### src/clkstop_pkg.sv
/*
  Package for the clock stop and power-down control block: timing counts,
  widths, power sequencer state type and grouped carrier structs.
  Assumes a 100 MHz system clock that runs whenever the block is powered.
*/
package clkstop_pkg;

  // ------------------------------------------------------------------
  // Timing
  // ------------------------------------------------------------------
  localparam int unsigned CLK_PERIOD_NS        = 10;
  localparam int unsigned STABLE_TIME_US       = 1800;  // 1.8 ms, longest
  localparam int unsigned DRIVE_HIGH_TIME_US   = 300;   // Longest
  localparam int unsigned PD_ENTRY_PERIODS     = 4;     // Longest, periods
  localparam int unsigned STOP_MIN_PERIODS     = 2;
  localparam int unsigned STOP_MAX_PERIODS     = 6;
  localparam int unsigned RESUME_MAX_PERIODS   = 2;
  localparam int unsigned STABLE_CYCLES        =
    (STABLE_TIME_US * 1000) / CLK_PERIOD_NS;
  localparam int unsigned DRIVE_HIGH_CYCLES    =
    (DRIVE_HIGH_TIME_US * 1000) / CLK_PERIOD_NS;
  localparam int unsigned LOCK_CYCLES          = DRIVE_HIGH_CYCLES;

  // ------------------------------------------------------------------
  // Widths and reset values
  // ------------------------------------------------------------------
  localparam int unsigned NUM_HOST     = 3;
  localparam int unsigned NUM_BUS      = 4;
  localparam int unsigned CNT_W        = 24;
  localparam logic        SW_STOP_RST  = 1'b1;  // Software stop deasserted
  localparam logic [1:0]  LEG_TRUE_HI  = 2'b10; // {true, complement}
  localparam logic [1:0]  LEG_BOTH_LO  = 2'b00;

  // ------------------------------------------------------------------
  // Types
  // ------------------------------------------------------------------
  typedef enum logic [2:0] {
    PWR_WAIT_GOOD,
    PWR_RUN,
    PWR_PARKING,
    PWR_DOWN,
    PWR_LOCKING
  } pwr_state_e;

  // Host differential pair configuration
  typedef struct packed {
    logic [NUM_HOST-1:0] stoppable;   // 1 = stopped by host stop
    logic [NUM_HOST-1:0] stop_tri;    // 1 = both legs low when stopped
    logic [NUM_HOST-1:0] pd_tri;      // 1 = both legs low in power-down
  } host_cfg_s;

  // Differential pair legs
  typedef struct packed {
    logic true_leg;
    logic comp_leg;
  } diff_pair_s;

endpackage : clkstop_pkg

### src/clock_stop_powerdown_control.sv
/*
  Clock stop and power-down control of a multi-output clock generator.
  Holds the shared power-good / power-down pin sequencing, host clock stop,
  bus clock stop and the parking of every output.
  Assumes the output clock phases arrive as same-domain levels from the
  generator core.
*/
`timescale 1ns/1ps
module clock_stop_powerdown_control
  import clkstop_pkg::*;
#(
  parameter int unsigned STABLE_CNT = STABLE_CYCLES,
  parameter int unsigned LOCK_CNT   = LOCK_CYCLES
) (
  // Clock and reset
  input  wire logic                 clk_sys_in,
  input  wire logic                 resetn_in,
  // Power-management pins (asynchronous)
  input  wire logic                 powergood_powerdown_pin_in,
  input  wire logic                 host_clock_stop_n_in,
  input  wire logic                 bus_clock_stop_n_in,
  // Clock phases from the generator core, same domain
  input  wire logic                 host_clock_complement_in,
  input  wire logic                 serial_reference_clock_in,
  input  wire logic                 video_clock_in,
  input  wire logic                 bus_clock_in,
  // Configuration bits
  input  wire clkstop_pkg::host_cfg_s host_cfg_in,
  input  wire logic                 serial_ref_pd_tri_in,
  input  wire logic                 video_pd_tri_in,
  input  wire logic                 free_bus_stoppable_in,
  input  wire logic                 sw_bus_stop_n_in,
  input  wire logic                 select_100mhz_in,
  input  wire logic                 pll_locked_in,
  // Oscillator controls
  output logic                      osc_enable_out,
  output logic                      clocks_stable_out,
  // Clock outputs
  output clkstop_pkg::diff_pair_s [NUM_HOST-1:0] host_pair_out,
  output clkstop_pkg::diff_pair_s  serial_ref_pair_out,
  output clkstop_pkg::diff_pair_s  video_pair_out,
  output logic                      shared_video_ref_output_out,
  output logic [NUM_BUS-1:0]        bus_clock_out,
  output logic                      free_running_bus_clock_out
);

  import clkstop_pkg::*;

  // ------------------------------------------------------------------
  // Declarations
  // ------------------------------------------------------------------
  logic             pin_sync;        // Synchronised shared pin
  logic             host_stop_sync;  // Synchronised host stop, active low
  logic             bus_stop_sync;   // Synchronised bus stop, active low
  logic             hc_prev_r;       // Complement clock, previous level
  logic             hc_rise;         // Complement clock rising strobe
  logic             hc_fall;         // Complement clock falling strobe
  logic             bus_prev_r;      // Bus clock previous level
  logic             bus_rise;        // Bus clock rising strobe
  logic             bus_fall;        // Bus clock falling strobe
  logic             pd_confirmed;    // Power-down seen on two edges
  logic             host_stop_conf;  // Host stop seen on two edges, low
  pwr_state_e       pwr_r;           // Power sequencer state
  pwr_state_e       pwr_nxt;
  logic [CNT_W-1:0] cnt_r;           // Park and lock timers
  logic             pd_park_r;       // Outputs are parked by power-down
  logic             host_park_r;     // Host outputs held by stop
  logic             bus_park_r;      // Bus outputs held by stop
  logic             bus_stop_req;    // Combined bus stop request
  logic [2:0]       hc_fall_cnt_r;   // Complement falls since stop seen

  // Pick the parked level of a pair from its tri-state bit
  function automatic diff_pair_s park_level(input logic tri_bit);
    park_level = tri_bit ? diff_pair_s'(LEG_BOTH_LO)
                         : diff_pair_s'(LEG_TRUE_HI);
  endfunction

  // A running pair from one phase
  function automatic diff_pair_s run_level(input logic phase);
    run_level = '{true_leg: phase, comp_leg: ~phase};
  endfunction

  // ------------------------------------------------------------------
  // Input synchronisers
  // ------------------------------------------------------------------
  two_flop_sync #(.RESET_VAL(1'b0)) u_sync_pin (
    .clk_sys_in (clk_sys_in),
    .resetn_in  (resetn_in),
    .async_in   (powergood_powerdown_pin_in),
    .sync_out   (pin_sync)
  );

  two_flop_sync #(.RESET_VAL(1'b1)) u_sync_host (
    .clk_sys_in (clk_sys_in),
    .resetn_in  (resetn_in),
    .async_in   (host_clock_stop_n_in),
    .sync_out   (host_stop_sync)
  );

  two_flop_sync #(.RESET_VAL(1'b1)) u_sync_bus (
    .clk_sys_in (clk_sys_in),
    .resetn_in  (resetn_in),
    .async_in   (bus_clock_stop_n_in),
    .sync_out   (bus_stop_sync)
  );

  // ------------------------------------------------------------------
  // Edge strobes of the complement and bus clocks
  // ------------------------------------------------------------------
  always_ff @(posedge clk_sys_in or negedge resetn_in) begin
    if (!resetn_in) begin
      hc_prev_r  <= 1'b0;
      bus_prev_r <= 1'b0;
    end else begin
      hc_prev_r  <= host_clock_complement_in;
      bus_prev_r <= bus_clock_in;
    end
  end

  assign hc_rise  = host_clock_complement_in & ~hc_prev_r;
  assign hc_fall  = ~host_clock_complement_in & hc_prev_r;
  assign bus_rise = bus_clock_in & ~bus_prev_r;
  assign bus_fall = ~bus_clock_in & bus_prev_r;

  // ------------------------------------------------------------------
  // Two-edge qualification on the complement clock
  // ------------------------------------------------------------------
  // Power-down is only meaningful once the pin has become the request
  // input, so the sampler sees the pin only outside the power-good phase.
  edge_sampler #(.RESET_VAL(1'b0)) u_pd_sample (
    .clk_sys_in    (clk_sys_in),
    .resetn_in     (resetn_in),
    .strobe_in     (hc_rise),
    .level_in      (pin_sync && pwr_r != PWR_WAIT_GOOD),
    .confirmed_out (pd_confirmed)
  );

  edge_sampler #(.RESET_VAL(1'b0)) u_host_sample (
    .clk_sys_in    (clk_sys_in),
    .resetn_in     (resetn_in),
    .strobe_in     (hc_rise),
    .level_in      (~host_stop_sync),
    .confirmed_out (host_stop_conf)
  );

  // ------------------------------------------------------------------
  // Power sequencer next state
  // ------------------------------------------------------------------
  always_comb begin
    pwr_nxt = pwr_r;
    unique case (pwr_r)
      PWR_WAIT_GOOD: begin
        // Power-good seen high: pin now acts as power-down
        if (pin_sync) begin
          pwr_nxt = PWR_LOCKING;
        end
      end
      PWR_RUN: begin
        if (pd_confirmed) begin
          pwr_nxt = PWR_PARKING;
        end
      end
      PWR_PARKING: begin
        // Oscillators stay on until every output is parked
        if (pd_park_r && cnt_r >= CNT_W'(PD_ENTRY_PERIODS)) begin
          pwr_nxt = PWR_DOWN;
        end
      end
      PWR_DOWN: begin
        if (!pin_sync) begin
          pwr_nxt = PWR_LOCKING;
        end
      end
      PWR_LOCKING: begin
        // Release all outputs together once locked, bounded by the timer
        if (pll_locked_in || cnt_r >= CNT_W'(STABLE_CNT - 1)) begin
          pwr_nxt = PWR_RUN;
        end
      end
    endcase
  end

  // ------------------------------------------------------------------
  // Power sequencer state
  // ------------------------------------------------------------------
  always_ff @(posedge clk_sys_in or negedge resetn_in) begin
    if (!resetn_in) begin
      pwr_r <= PWR_WAIT_GOOD;
    end else begin
      pwr_r <= pwr_nxt;
    end
  end

  // ------------------------------------------------------------------
  // Timer: counts complement falls while parking, cycles while locking
  // ------------------------------------------------------------------
  always_ff @(posedge clk_sys_in or negedge resetn_in) begin
    if (!resetn_in) begin
      cnt_r <= '0;
    end else if (pwr_r != pwr_nxt) begin
      cnt_r <= '0;
    end else if (pwr_r == PWR_LOCKING) begin
      cnt_r <= cnt_r + CNT_W'(1);
    end else if (pwr_r == PWR_PARKING && hc_fall) begin
      cnt_r <= cnt_r + CNT_W'(1);
    end
  end

  // ------------------------------------------------------------------
  // Power-down park flag, taken on a complement falling edge
  // ------------------------------------------------------------------
  // Parking on the falling edge avoids a short low pulse on host pairs that park with the true leg high.
  always_ff @(posedge clk_sys_in or negedge resetn_in) begin
    if (!resetn_in) begin
      pd_park_r <= 1'b1;
    end else if (pwr_r == PWR_PARKING && hc_fall) begin
      pd_park_r <= 1'b1;
    end else if (pwr_r == PWR_RUN) begin
      pd_park_r <= 1'b0;
    end else if (pwr_r == PWR_LOCKING && pwr_nxt == PWR_RUN) begin
      pd_park_r <= 1'b0;
    end
  end

  // ------------------------------------------------------------------
  // Host stop: wait one complement fall, then park on the next fall
  // ------------------------------------------------------------------
  always_ff @(posedge clk_sys_in or negedge resetn_in) begin
    if (!resetn_in) begin
      hc_fall_cnt_r <= '0;
      host_park_r   <= 1'b0;
    end else if (!host_stop_conf) begin
      hc_fall_cnt_r <= '0;
      // Release on a falling edge: first pulse is full width
      if (hc_fall) begin
        host_park_r <= 1'b0;
      end
    end else if (hc_fall) begin
      if (hc_fall_cnt_r >= 3'(STOP_MIN_PERIODS - 1)) begin
        host_park_r <= 1'b1;
      end else begin
        hc_fall_cnt_r <= hc_fall_cnt_r + 3'd1;
      end
    end
  end

  // ------------------------------------------------------------------
  // Bus stop: pin and software bit, applied on a bus clock fall
  // ------------------------------------------------------------------
  assign bus_stop_req = ~bus_stop_sync | ~sw_bus_stop_n_in;

  always_ff @(posedge clk_sys_in or negedge resetn_in) begin
    if (!resetn_in) begin
      bus_park_r <= 1'b0;
    end else if (bus_fall) begin
      bus_park_r <= bus_stop_req;
    end
  end

  // ------------------------------------------------------------------
  // Oscillator enable and stable indication
  // ------------------------------------------------------------------
  always_ff @(posedge clk_sys_in or negedge resetn_in) begin
    if (!resetn_in) begin
      osc_enable_out    <= 1'b1;
      clocks_stable_out <= 1'b0;
    end else begin
      osc_enable_out    <= (pwr_nxt != PWR_DOWN);
      clocks_stable_out <= (pwr_nxt == PWR_RUN);
    end
  end

  // ------------------------------------------------------------------
  // Output drive, registered
  // ------------------------------------------------------------------
  always_ff @(posedge clk_sys_in or negedge resetn_in) begin
    if (!resetn_in) begin
      host_pair_out               <= '0;
      serial_ref_pair_out         <= '0;
      video_pair_out              <= '0;
      shared_video_ref_output_out <= 1'b0;
      bus_clock_out               <= '0;
      free_running_bus_clock_out  <= 1'b0;
    end else if (pd_park_r) begin
      // Tri-stated pairs park with both legs low, others with the true leg high
      for (int i = 0; i < NUM_HOST; i++) begin
        host_pair_out[i] <= park_level(host_cfg_in.pd_tri[i]);
      end
      serial_ref_pair_out         <= park_level(serial_ref_pd_tri_in);
      video_pair_out              <= park_level(video_pd_tri_in);
      shared_video_ref_output_out <= 1'b0;
      bus_clock_out               <= '0;
      free_running_bus_clock_out  <= 1'b0;
    end else begin
      for (int i = 0; i < NUM_HOST; i++) begin
        if (host_park_r && host_cfg_in.stoppable[i]) begin
          host_pair_out[i] <=
            park_level(host_cfg_in.stop_tri[i]);
        end else begin
          host_pair_out[i] <= run_level(~host_clock_complement_in);
        end
      end
      serial_ref_pair_out <= run_level(serial_reference_clock_in);
      video_pair_out      <= run_level(video_clock_in);
      shared_video_ref_output_out <= select_100mhz_in ?
        serial_reference_clock_in : video_clock_in;
      bus_clock_out <= bus_park_r ? '0 : {NUM_BUS{bus_clock_in}};
      // Free-running output ignores stop unless made stoppable
      free_running_bus_clock_out <=
        (bus_park_r && free_bus_stoppable_in) ?
        1'b0 : bus_clock_in;
    end
  end

endmodule // clock_stop_powerdown_control

### src/two_flop_sync.sv
/*
  Two flip-flop level synchroniser.
  Assumes the input is asynchronous to clk_sys_in; the first stage feeds
  only the second.
*/
`timescale 1ns/1ps
module two_flop_sync #(
  parameter logic RESET_VAL = 1'b0
) (
  // Clock and reset
  input  wire logic clk_sys_in,
  input  wire logic resetn_in,
  // Data
  input  wire logic async_in,
  output logic      sync_out
);

  logic meta_r;  // First stage, read by the second only

  // ------------------------------------------------------------------
  // Synchroniser stages
  // ------------------------------------------------------------------
  always_ff @(posedge clk_sys_in or negedge resetn_in) begin
    if (!resetn_in) begin
      meta_r   <= RESET_VAL;
      sync_out <= RESET_VAL;
    end else begin
      meta_r   <= async_in;
      sync_out <= meta_r;
    end
  end

endmodule // two_flop_sync

### src/edge_sampler.sv
/*
  Samples a level on each rising edge of a strobed clock enable and reports
  it confirmed once two consecutive strobes agree.
  Assumes strobe_in is a one-cycle pulse in the clk_sys_in domain.
*/
`timescale 1ns/1ps
module edge_sampler #(
  parameter logic RESET_VAL = 1'b0
) (
  // Clock and reset
  input  wire logic clk_sys_in,
  input  wire logic resetn_in,
  // Sampling
  input  wire logic strobe_in,
  input  wire logic level_in,
  output logic      confirmed_out
);

  logic first_r;  // Value taken at the previous strobe

  // ------------------------------------------------------------------
  // Two consecutive strobes must see the same level
  // ------------------------------------------------------------------
  always_ff @(posedge clk_sys_in or negedge resetn_in) begin
    if (!resetn_in) begin
      first_r       <= RESET_VAL;
      confirmed_out <= RESET_VAL;
    end else if (strobe_in) begin
      first_r <= level_in;
      if (first_r == level_in) begin
        confirmed_out <= level_in;
      end
    end
  end

endmodule // edge_sampler

### config.mk
export PLATFORM = sky130hd
export DESIGN_NAME = clock_stop_powerdown_control
export DESIGN_NICKNAME = d
export VERILOG_FILES = /design/src/clkstop_pkg.sv /design/src/clock_stop_powerdown_control.sv /design/src/two_flop_sync.sv /design/src/edge_sampler.sv
export SDC_FILE = /design/constraint.sdc
export NUM_CORES = 1
export LEC_CHECK = 0
export BUFFER_PORTS_ARGS = -buffer_cell sky130_fd_sc_hd__buf_2
export CAP_MARGIN = 20
export CORE_ASPECT_RATIO = 1.2
export CORE_MARGIN = 2
export CORE_UTILIZATION = 50
export DETAILED_ROUTE_END_ITERATION = 10
export GPL_ROUTABILITY_DRIVEN = 0
export GPL_TIMING_DRIVEN = 1
export HOLD_SLACK_MARGIN = 0.08
export PLACE_DENSITY = 0.74
export SYNTH_ARGS = -nofsm -noshare
export SYNTH_HDL_FRONTEND = slang
export SYNTH_HIERARCHICAL = 1
export SYNTH_SLANG_ARGS = --single-unit
export TNS_END_PERCENT = 20
### constraint.sdc
create_clock -name clk_sys_in -period 1.6 [get_ports clk_sys_in]
set_input_delay 0.24 -clock clk_sys_in [delete_from_list [all_inputs] [get_ports clk_sys_in]]
set_output_delay 0.24 -clock clk_sys_in [all_outputs]
set_load 0.03 [all_outputs]
# --- Yosys cells after proc, flatten, opt, wreduce, memory -nomap -nowiden ---
# Cells that the tools add are included.
word_totals:
  reg_bits: 63
  latchBits: 0
  mem_bits_rw: 0
  mem_bits_ro: 0
  output_inout_bits: 18
  wordCells: 118
  n_memories: 0
classes:
  add_sub_neg: 2
  multipliers: 0
  n_div: 0
  n_lt_le_gt_ge: 3
  eq_ne: 12
  shift: 0
  muxes: 39
  bitwise: 12
  n_reduce_logical: 17
op_table:
  columns: ["cell", "n"]
  rows:
  - ["24-bit two-way mux", 3]
  - ["2-bit two-way mux", 13]
  - ["24-bit by 1-bit adder with 24-bit output, second input constant", 1]
  - ["24-bit by 18-bit >= comparator with 1-bit output, second input constant", 1]
  - ["24-bit by 3-bit >= comparator with 1-bit output, second input constant", 1]
  - ["3-bit two-way mux", 8]
  - ["3-bit case mux with 5 select lines", 1]
  - ["1-bit two-way mux", 11]
  - ["3-bit nonzero test", 3]
  - ["1-bit logical AND", 8]
  - ["4-bit two-way mux", 2]
  - ["1-bit inverter", 8]
  - ["2-bit AND reduction", 4]
  - ["3-bit by 1-bit == test with 1-bit output, second input constant", 2]
  - ["3-bit by 2-bit == test with 1-bit output, second input constant", 2]
  - ["6-bit two-way mux", 1]
  - ["2-bit != test, second input constant", 3]
  - ["3-bit by 1-bit adder with 3-bit output, second input constant", 1]
  - ["1-bit bitwise AND", 3]
  - ["3-bit == test, second input constant", 1]
  - ["3-bit by 1-bit >= comparator with 1-bit output, second input constant", 1]
  - ["3-bit logical NOT", 1]
  - ["3-bit by 2-bit != test with 1-bit output, second input constant", 1]
  - ["3-bit != test", 1]
  - ["other kinds (3)", 4]

# --- Depth between registers and ports, before layout ---
depth:
  depth_word: 9
  depth_mapped: 7
  depth_no_buf: 6

# --- Cells and area by module ---
# The synthesis kept the hierarchy.
by_module_without_submodules:
  columns: ["module", "n_inst", "cells_each", "area_per_inst_um2", "seq_area_each_um2"]
  rows:
  - ["clock_stop_powerdown_control", 1, 279, 2782.7, 1253.7]
  - ["edge_sampler", 2, 6, 83.8, 50.0]
  - ["two_flop_sync (u_sync_bus ...)", 2, 2, 52.6, 52.6]
  - ["two_flop_sync (u_sync_pin)", 1, 2, 50.0, 50.0]

# --- Worst setup path before layout ---
# OpenSTA, ideal clock, no wires.
synth_timing:
  path_type: "reg-to-reg"
  start: "register cnt_r[0]"
  end: "register cnt_r[14]"
  setup_ns: 0.127
  arrival_ns: 1.631
  t_required_ns: 1.473
  setup_slack_ns: -0.158
  stages_incl_launch_ff: 8
  path_buffers: 1
  path_cell_list: "dfrtp_1 ha_1 nand4_1 a211oi_2 a211oi_2 nor3_4 buf_6 nor3_2"
synth_between:
  elab_chain_len: 6
  elab_cells_between_ends: 13
synth_rtl:
  columns: ["element", "line_no", "text"]
  rows:
  - ["start, declared", "clock_stop_powerdown_control.sv:65", "logic [CNT_W-1:0] cnt_r;"]
  - ["start signal, assigned", "clock_stop_powerdown_control.sv:203", "cnt_r <= cnt_r + CNT_W'(1);"]
  - ["start signal, assigned", "clock_stop_powerdown_control.sv:205", "cnt_r <= cnt_r + CNT_W'(1);"]
  - ["24-bit by 18-bit >= comparator with 1-bit output or 24-bit by 3-bit >= comparator with 1-bit output (tied branches)", "clock_stop_powerdown_control.sv:176, clock_stop_powerdown_control.sv:165", null]
  - ["1-bit logical OR or 1-bit logical AND (tied branches)", "clock_stop_powerdown_control.sv:176, clock_stop_powerdown_control.sv:165", null]
  - ["3-bit two-way mux (on tied branches)", "clock_stop_powerdown_control.sv:176, clock_stop_powerdown_control.sv:165", null]
  - ["3-bit case mux with 5 select lines", "clock_stop_powerdown_control.sv:151", "unique case (pwr_r)"]
  - ["3-bit != test", "clock_stop_powerdown_control.sv:200", "end else if (pwr_r != pwr_nxt) begin"]
  - ["3-bit nonzero test (no line) or 24-bit two-way mux (tied branches)", null, null]
# Parallel ways exist; a longest one is shown, timed or not. The select of a mux whose other input is x is not followed.
# A chain may end at the register's enable or synchronous reset.

# --- Worst setup path after layout ---
layout_timing:
  start: "register cnt_r[1]"
  end: "register cnt_r[23]"
# Same word-level chain as after synthesis.

==> metrics.cfg <==
[placement]
dp_cells=449
place_hpwl_um=4620
placed_area_mm2=0.00369
numPortBuffers=41

[setup_path]
path_cells=ha_4, nand4_1, a211oi_2, a211oi_2, nor3_4, clkbuf_16, a211oi_2
critical_path_class=reg2reg
worst-path-max-fanout=12
cpPeakStageDelay_ns=0.40
arrival_ns=2.00
cp_slowest_cell=dfrtp_1
cpMostUsedCell=a211oi_2
r2r_start=cnt_r[1]$_DFFE_PN0P_
critPathTopFamily=compound AO/OA/AOI/OAI gates
end_kind=register
r2r_slack_ns=-0.17
start_kind=register
required_ns=1.83
cp_num_buf_inv=1
r2r.worst_path.cells=7
regToRegEndpoint=cnt_r[23]$_DFFE_PN0P_

[floorplan]
die_area_mm2=0.00686
die_w_um=75.9
ios=42
rows=31
coreArea_mm2=0.00601
die-height_um=90.3
start_util_pct=51.7

[worst_hold_path]
hold_class=in2reg
worst_hold_path.num_cells=2
hold_path_end=host_pair_out[0]$_DFF_PN0_
worstHoldStart=host_cfg_in[6]

[routing]
wl_per_cell_um=15.5
vias=2613
drt_first_pass_iters=4
vias_per_cell=5.44
drt-total-wl_um=7420
drc=0
postRouteAntennaNets=0
dr.first_iter.drc_count=151

[timing]
tightest_slew_ns=0.396
post-route-min-period_ns=1.77
fin_skew_ns=0.00990
setup_slack_ns=-0.169
slew_headroom_pct=73.6
min_period_over_period_pct=111
slew_violations=0
hold_viol_final=0
setup_viol=26
fmax_ghz=0.565
rsz0062_at_grt=yes

[synth]
avgSynthCellArea_um2=10.5
synth-main-ff-cell=dfrtp_1
syn_area_mm2=0.00311
synth_edf_count=0
netlist_instances=297
ys_warn_count=6
synth_fp_nets=325
ys_seq_elements=60
synth-seq-area-share_pct=48.6
synth_cell_types=51
synthArstFlopShare_pct=100

[clocking]
cts-root-buf=clkbuf_8
cts_made_buffers=9
cts_tree=built
clock_path_buffers=2
cts_max_level=3
clk_transition_reported_paths_ns=0.07
clk_latency_ns=0.35
cts.sinks=60

[job]
cap_violations=0

[layout]
fin_cells=480
final_common_cell=dfrtp_1
nNetsFinal=421
n_antenna_cell=0
nFillCells=418
final_area_mm2=0.00418
mostFrequentLayoutCells=dfrtp_1, buf_4, buf_2, nor3_1, xnor2_1
syn2layout_area_growth_pct=34.6
layout-drive-gt1-share_pct=39.4

[grt]
grt-ovfl-total=0
grt_pass1_vias=2683
use_met2_pct=38.2
track_usage_pct=22.5
antenna_found_initial=0
met3_usage_pct=5.90
grt_pass1_wl_um=12300
top_usage_layer=met2
grt_use_met1_pct=27.0
grt_start_max_net_pins=61

[pwr]
peakVddDrop_mv=0.721
leakagePower_nw=1.87
power_density_mw_per_mm2=1290

[outcome]
failed_checks=setup timing
status=finished with violations

[layout make-up]
type / instances / area (µm²) / share of cell area [%]
repair buffers: 104 / 768 / 18.4
multi-input cells: 209 / 1570 / 37.5
flip-flops and latches: 60 / 1510 / 36.1
well taps: 82 / 103 / 2.45
clock buffers: 9 / 124 / 2.96
inverters: 9 / 33.8 / 0.808
clock inverters: 7 / 75.1 / 1.80
[registers in the layout (all words and copies together), names as in the netlist, 2 cells and up]
signal	flops
pwr_r	3
serial_ref_pair_out	2
cnt_r	24
hc_fall_cnt_r	3
video_pair_out	2
host_pair_out	6
[Yosys cell counts (3+ instances only)]
cell type   n  area (µm²)
dfrtp_1    54        1350
nor3_1     26         130
nand2_1    19        71.3
xnor2_1    19         166
a21oi_1    15        75.1
nor2_1     14        52.6
nor3_2     13         130
nand3_1    12        60.1
o21ai_0    10        50.1
inv_1       9        33.8
nor4_1      9        56.3
nand2b_1    7        43.8
nor2b_1     7        43.8
buf_6       6        67.6
dfstp_2     6         158
nand4_1     6        37.5
buf_4       5        37.5
clkbuf_1    4        15.0
ha_1        4        50.1
a21o_1      3        22.5
and4_1      3        26.3
buf_2       3        15.0
nand3b_1    3        22.5
xor2_1      3        26.3
[what timing repair did]
action | 4_1_cts | 5_1_grt
cloned | 0 | 1
hold buffers | 14 | 0
pin swaps | 5 | 7
hold endpoints to repair | 67 | 0
endpoints found under the setup margin | 30 | 31
setup buffers | 0 | 0
resized for setup | 10 | 20
[metrics by stage]
step | utilization, % | worst slack, ns | hold slack [ns] | power, mW | TNS, ns
floorplan | - | -0.0804 | -0.0556 | 3.24 | -1.40
global placement | 61.4 | -0.173 | 0.268 | 3.81 | -2.99
detailed placement | 61.4 | -0.225 | 0.270 | 3.87 | -4.48
CTS | 67.9 | -0.151 | 0.0825 | 5.30 | -3.34
global route | 69.6 | -0.293 | 0.0978 | 5.71 | -4.86
finish | 69.6 | -0.169 | 0.0978 | 5.40 | -3.33
[worst reg2reg max path, delay by kind of cell, from the launching register on]
kind | cells | cell delay [ns]
compound gates | 3 | 0.44
fa+ha+maj | 1 | 0.16
buf+inv | 1 | 0.24
flops | 1 | 0.40
simple gates | 2 | 0.40
[how the worst max path moves through the flow]
stage / from / endpoint / slack (ns) / cells past startpoint
floorplan: cnt_r[0]$_DFFE_PN0P_ / cnt_r[0]$_DFFE_PN0P_ / -0.08 / 7
global placement: cnt_r[22]$_DFFE_PN0P_ / clocks_stable_out$_DFF_PN0_ / -0.17 / 6
detailed placement: cnt_r[22]$_DFFE_PN0P_ / cnt_r[23]$_DFFE_PN0P_ / -0.23 / 6
CTS: cnt_r[20]$_DFFE_PN0P_ / clocks_stable_out$_DFF_PN0_ / -0.15 / 6
global route: cnt_r[4]$_DFFE_PN0P_ / cnt_r[19]$_DFFE_PN0P_ / -0.29 / 6
finish: cnt_r[1]$_DFFE_PN0P_ / cnt_r[23]$_DFFE_PN0P_ / -0.17 / 7
[metal layers]
layer	part of all wire, %	up-vias
met5	0	-
met4	2.8	0
met3	4.8	22
met2	52	82
met1	40	1260
li1	-	1249
[cell families after synthesis]
group                      after synthesis  share of synthesized area [%]
DFF                                     60                           48.6
adders and majority gates                4                           1.61
xor gates and xnor gates                22                           6.20
muxes                                    3                           1.05
and+or+nand+nor                        131                           26.3
buffers and inverters                   28                           5.60
AOI/OAI and AO/OA                       49                           10.6
[report_power, final]
group / internal (mW) / switching [mW] / leakage [nW]
clock: 0.729 / 0.646 / 0.104
combinational: 0.848 / 1.24 / 1.01
sequential: 1.77 / 0.170 / 0.756
(Power assumes the default switching activity.)
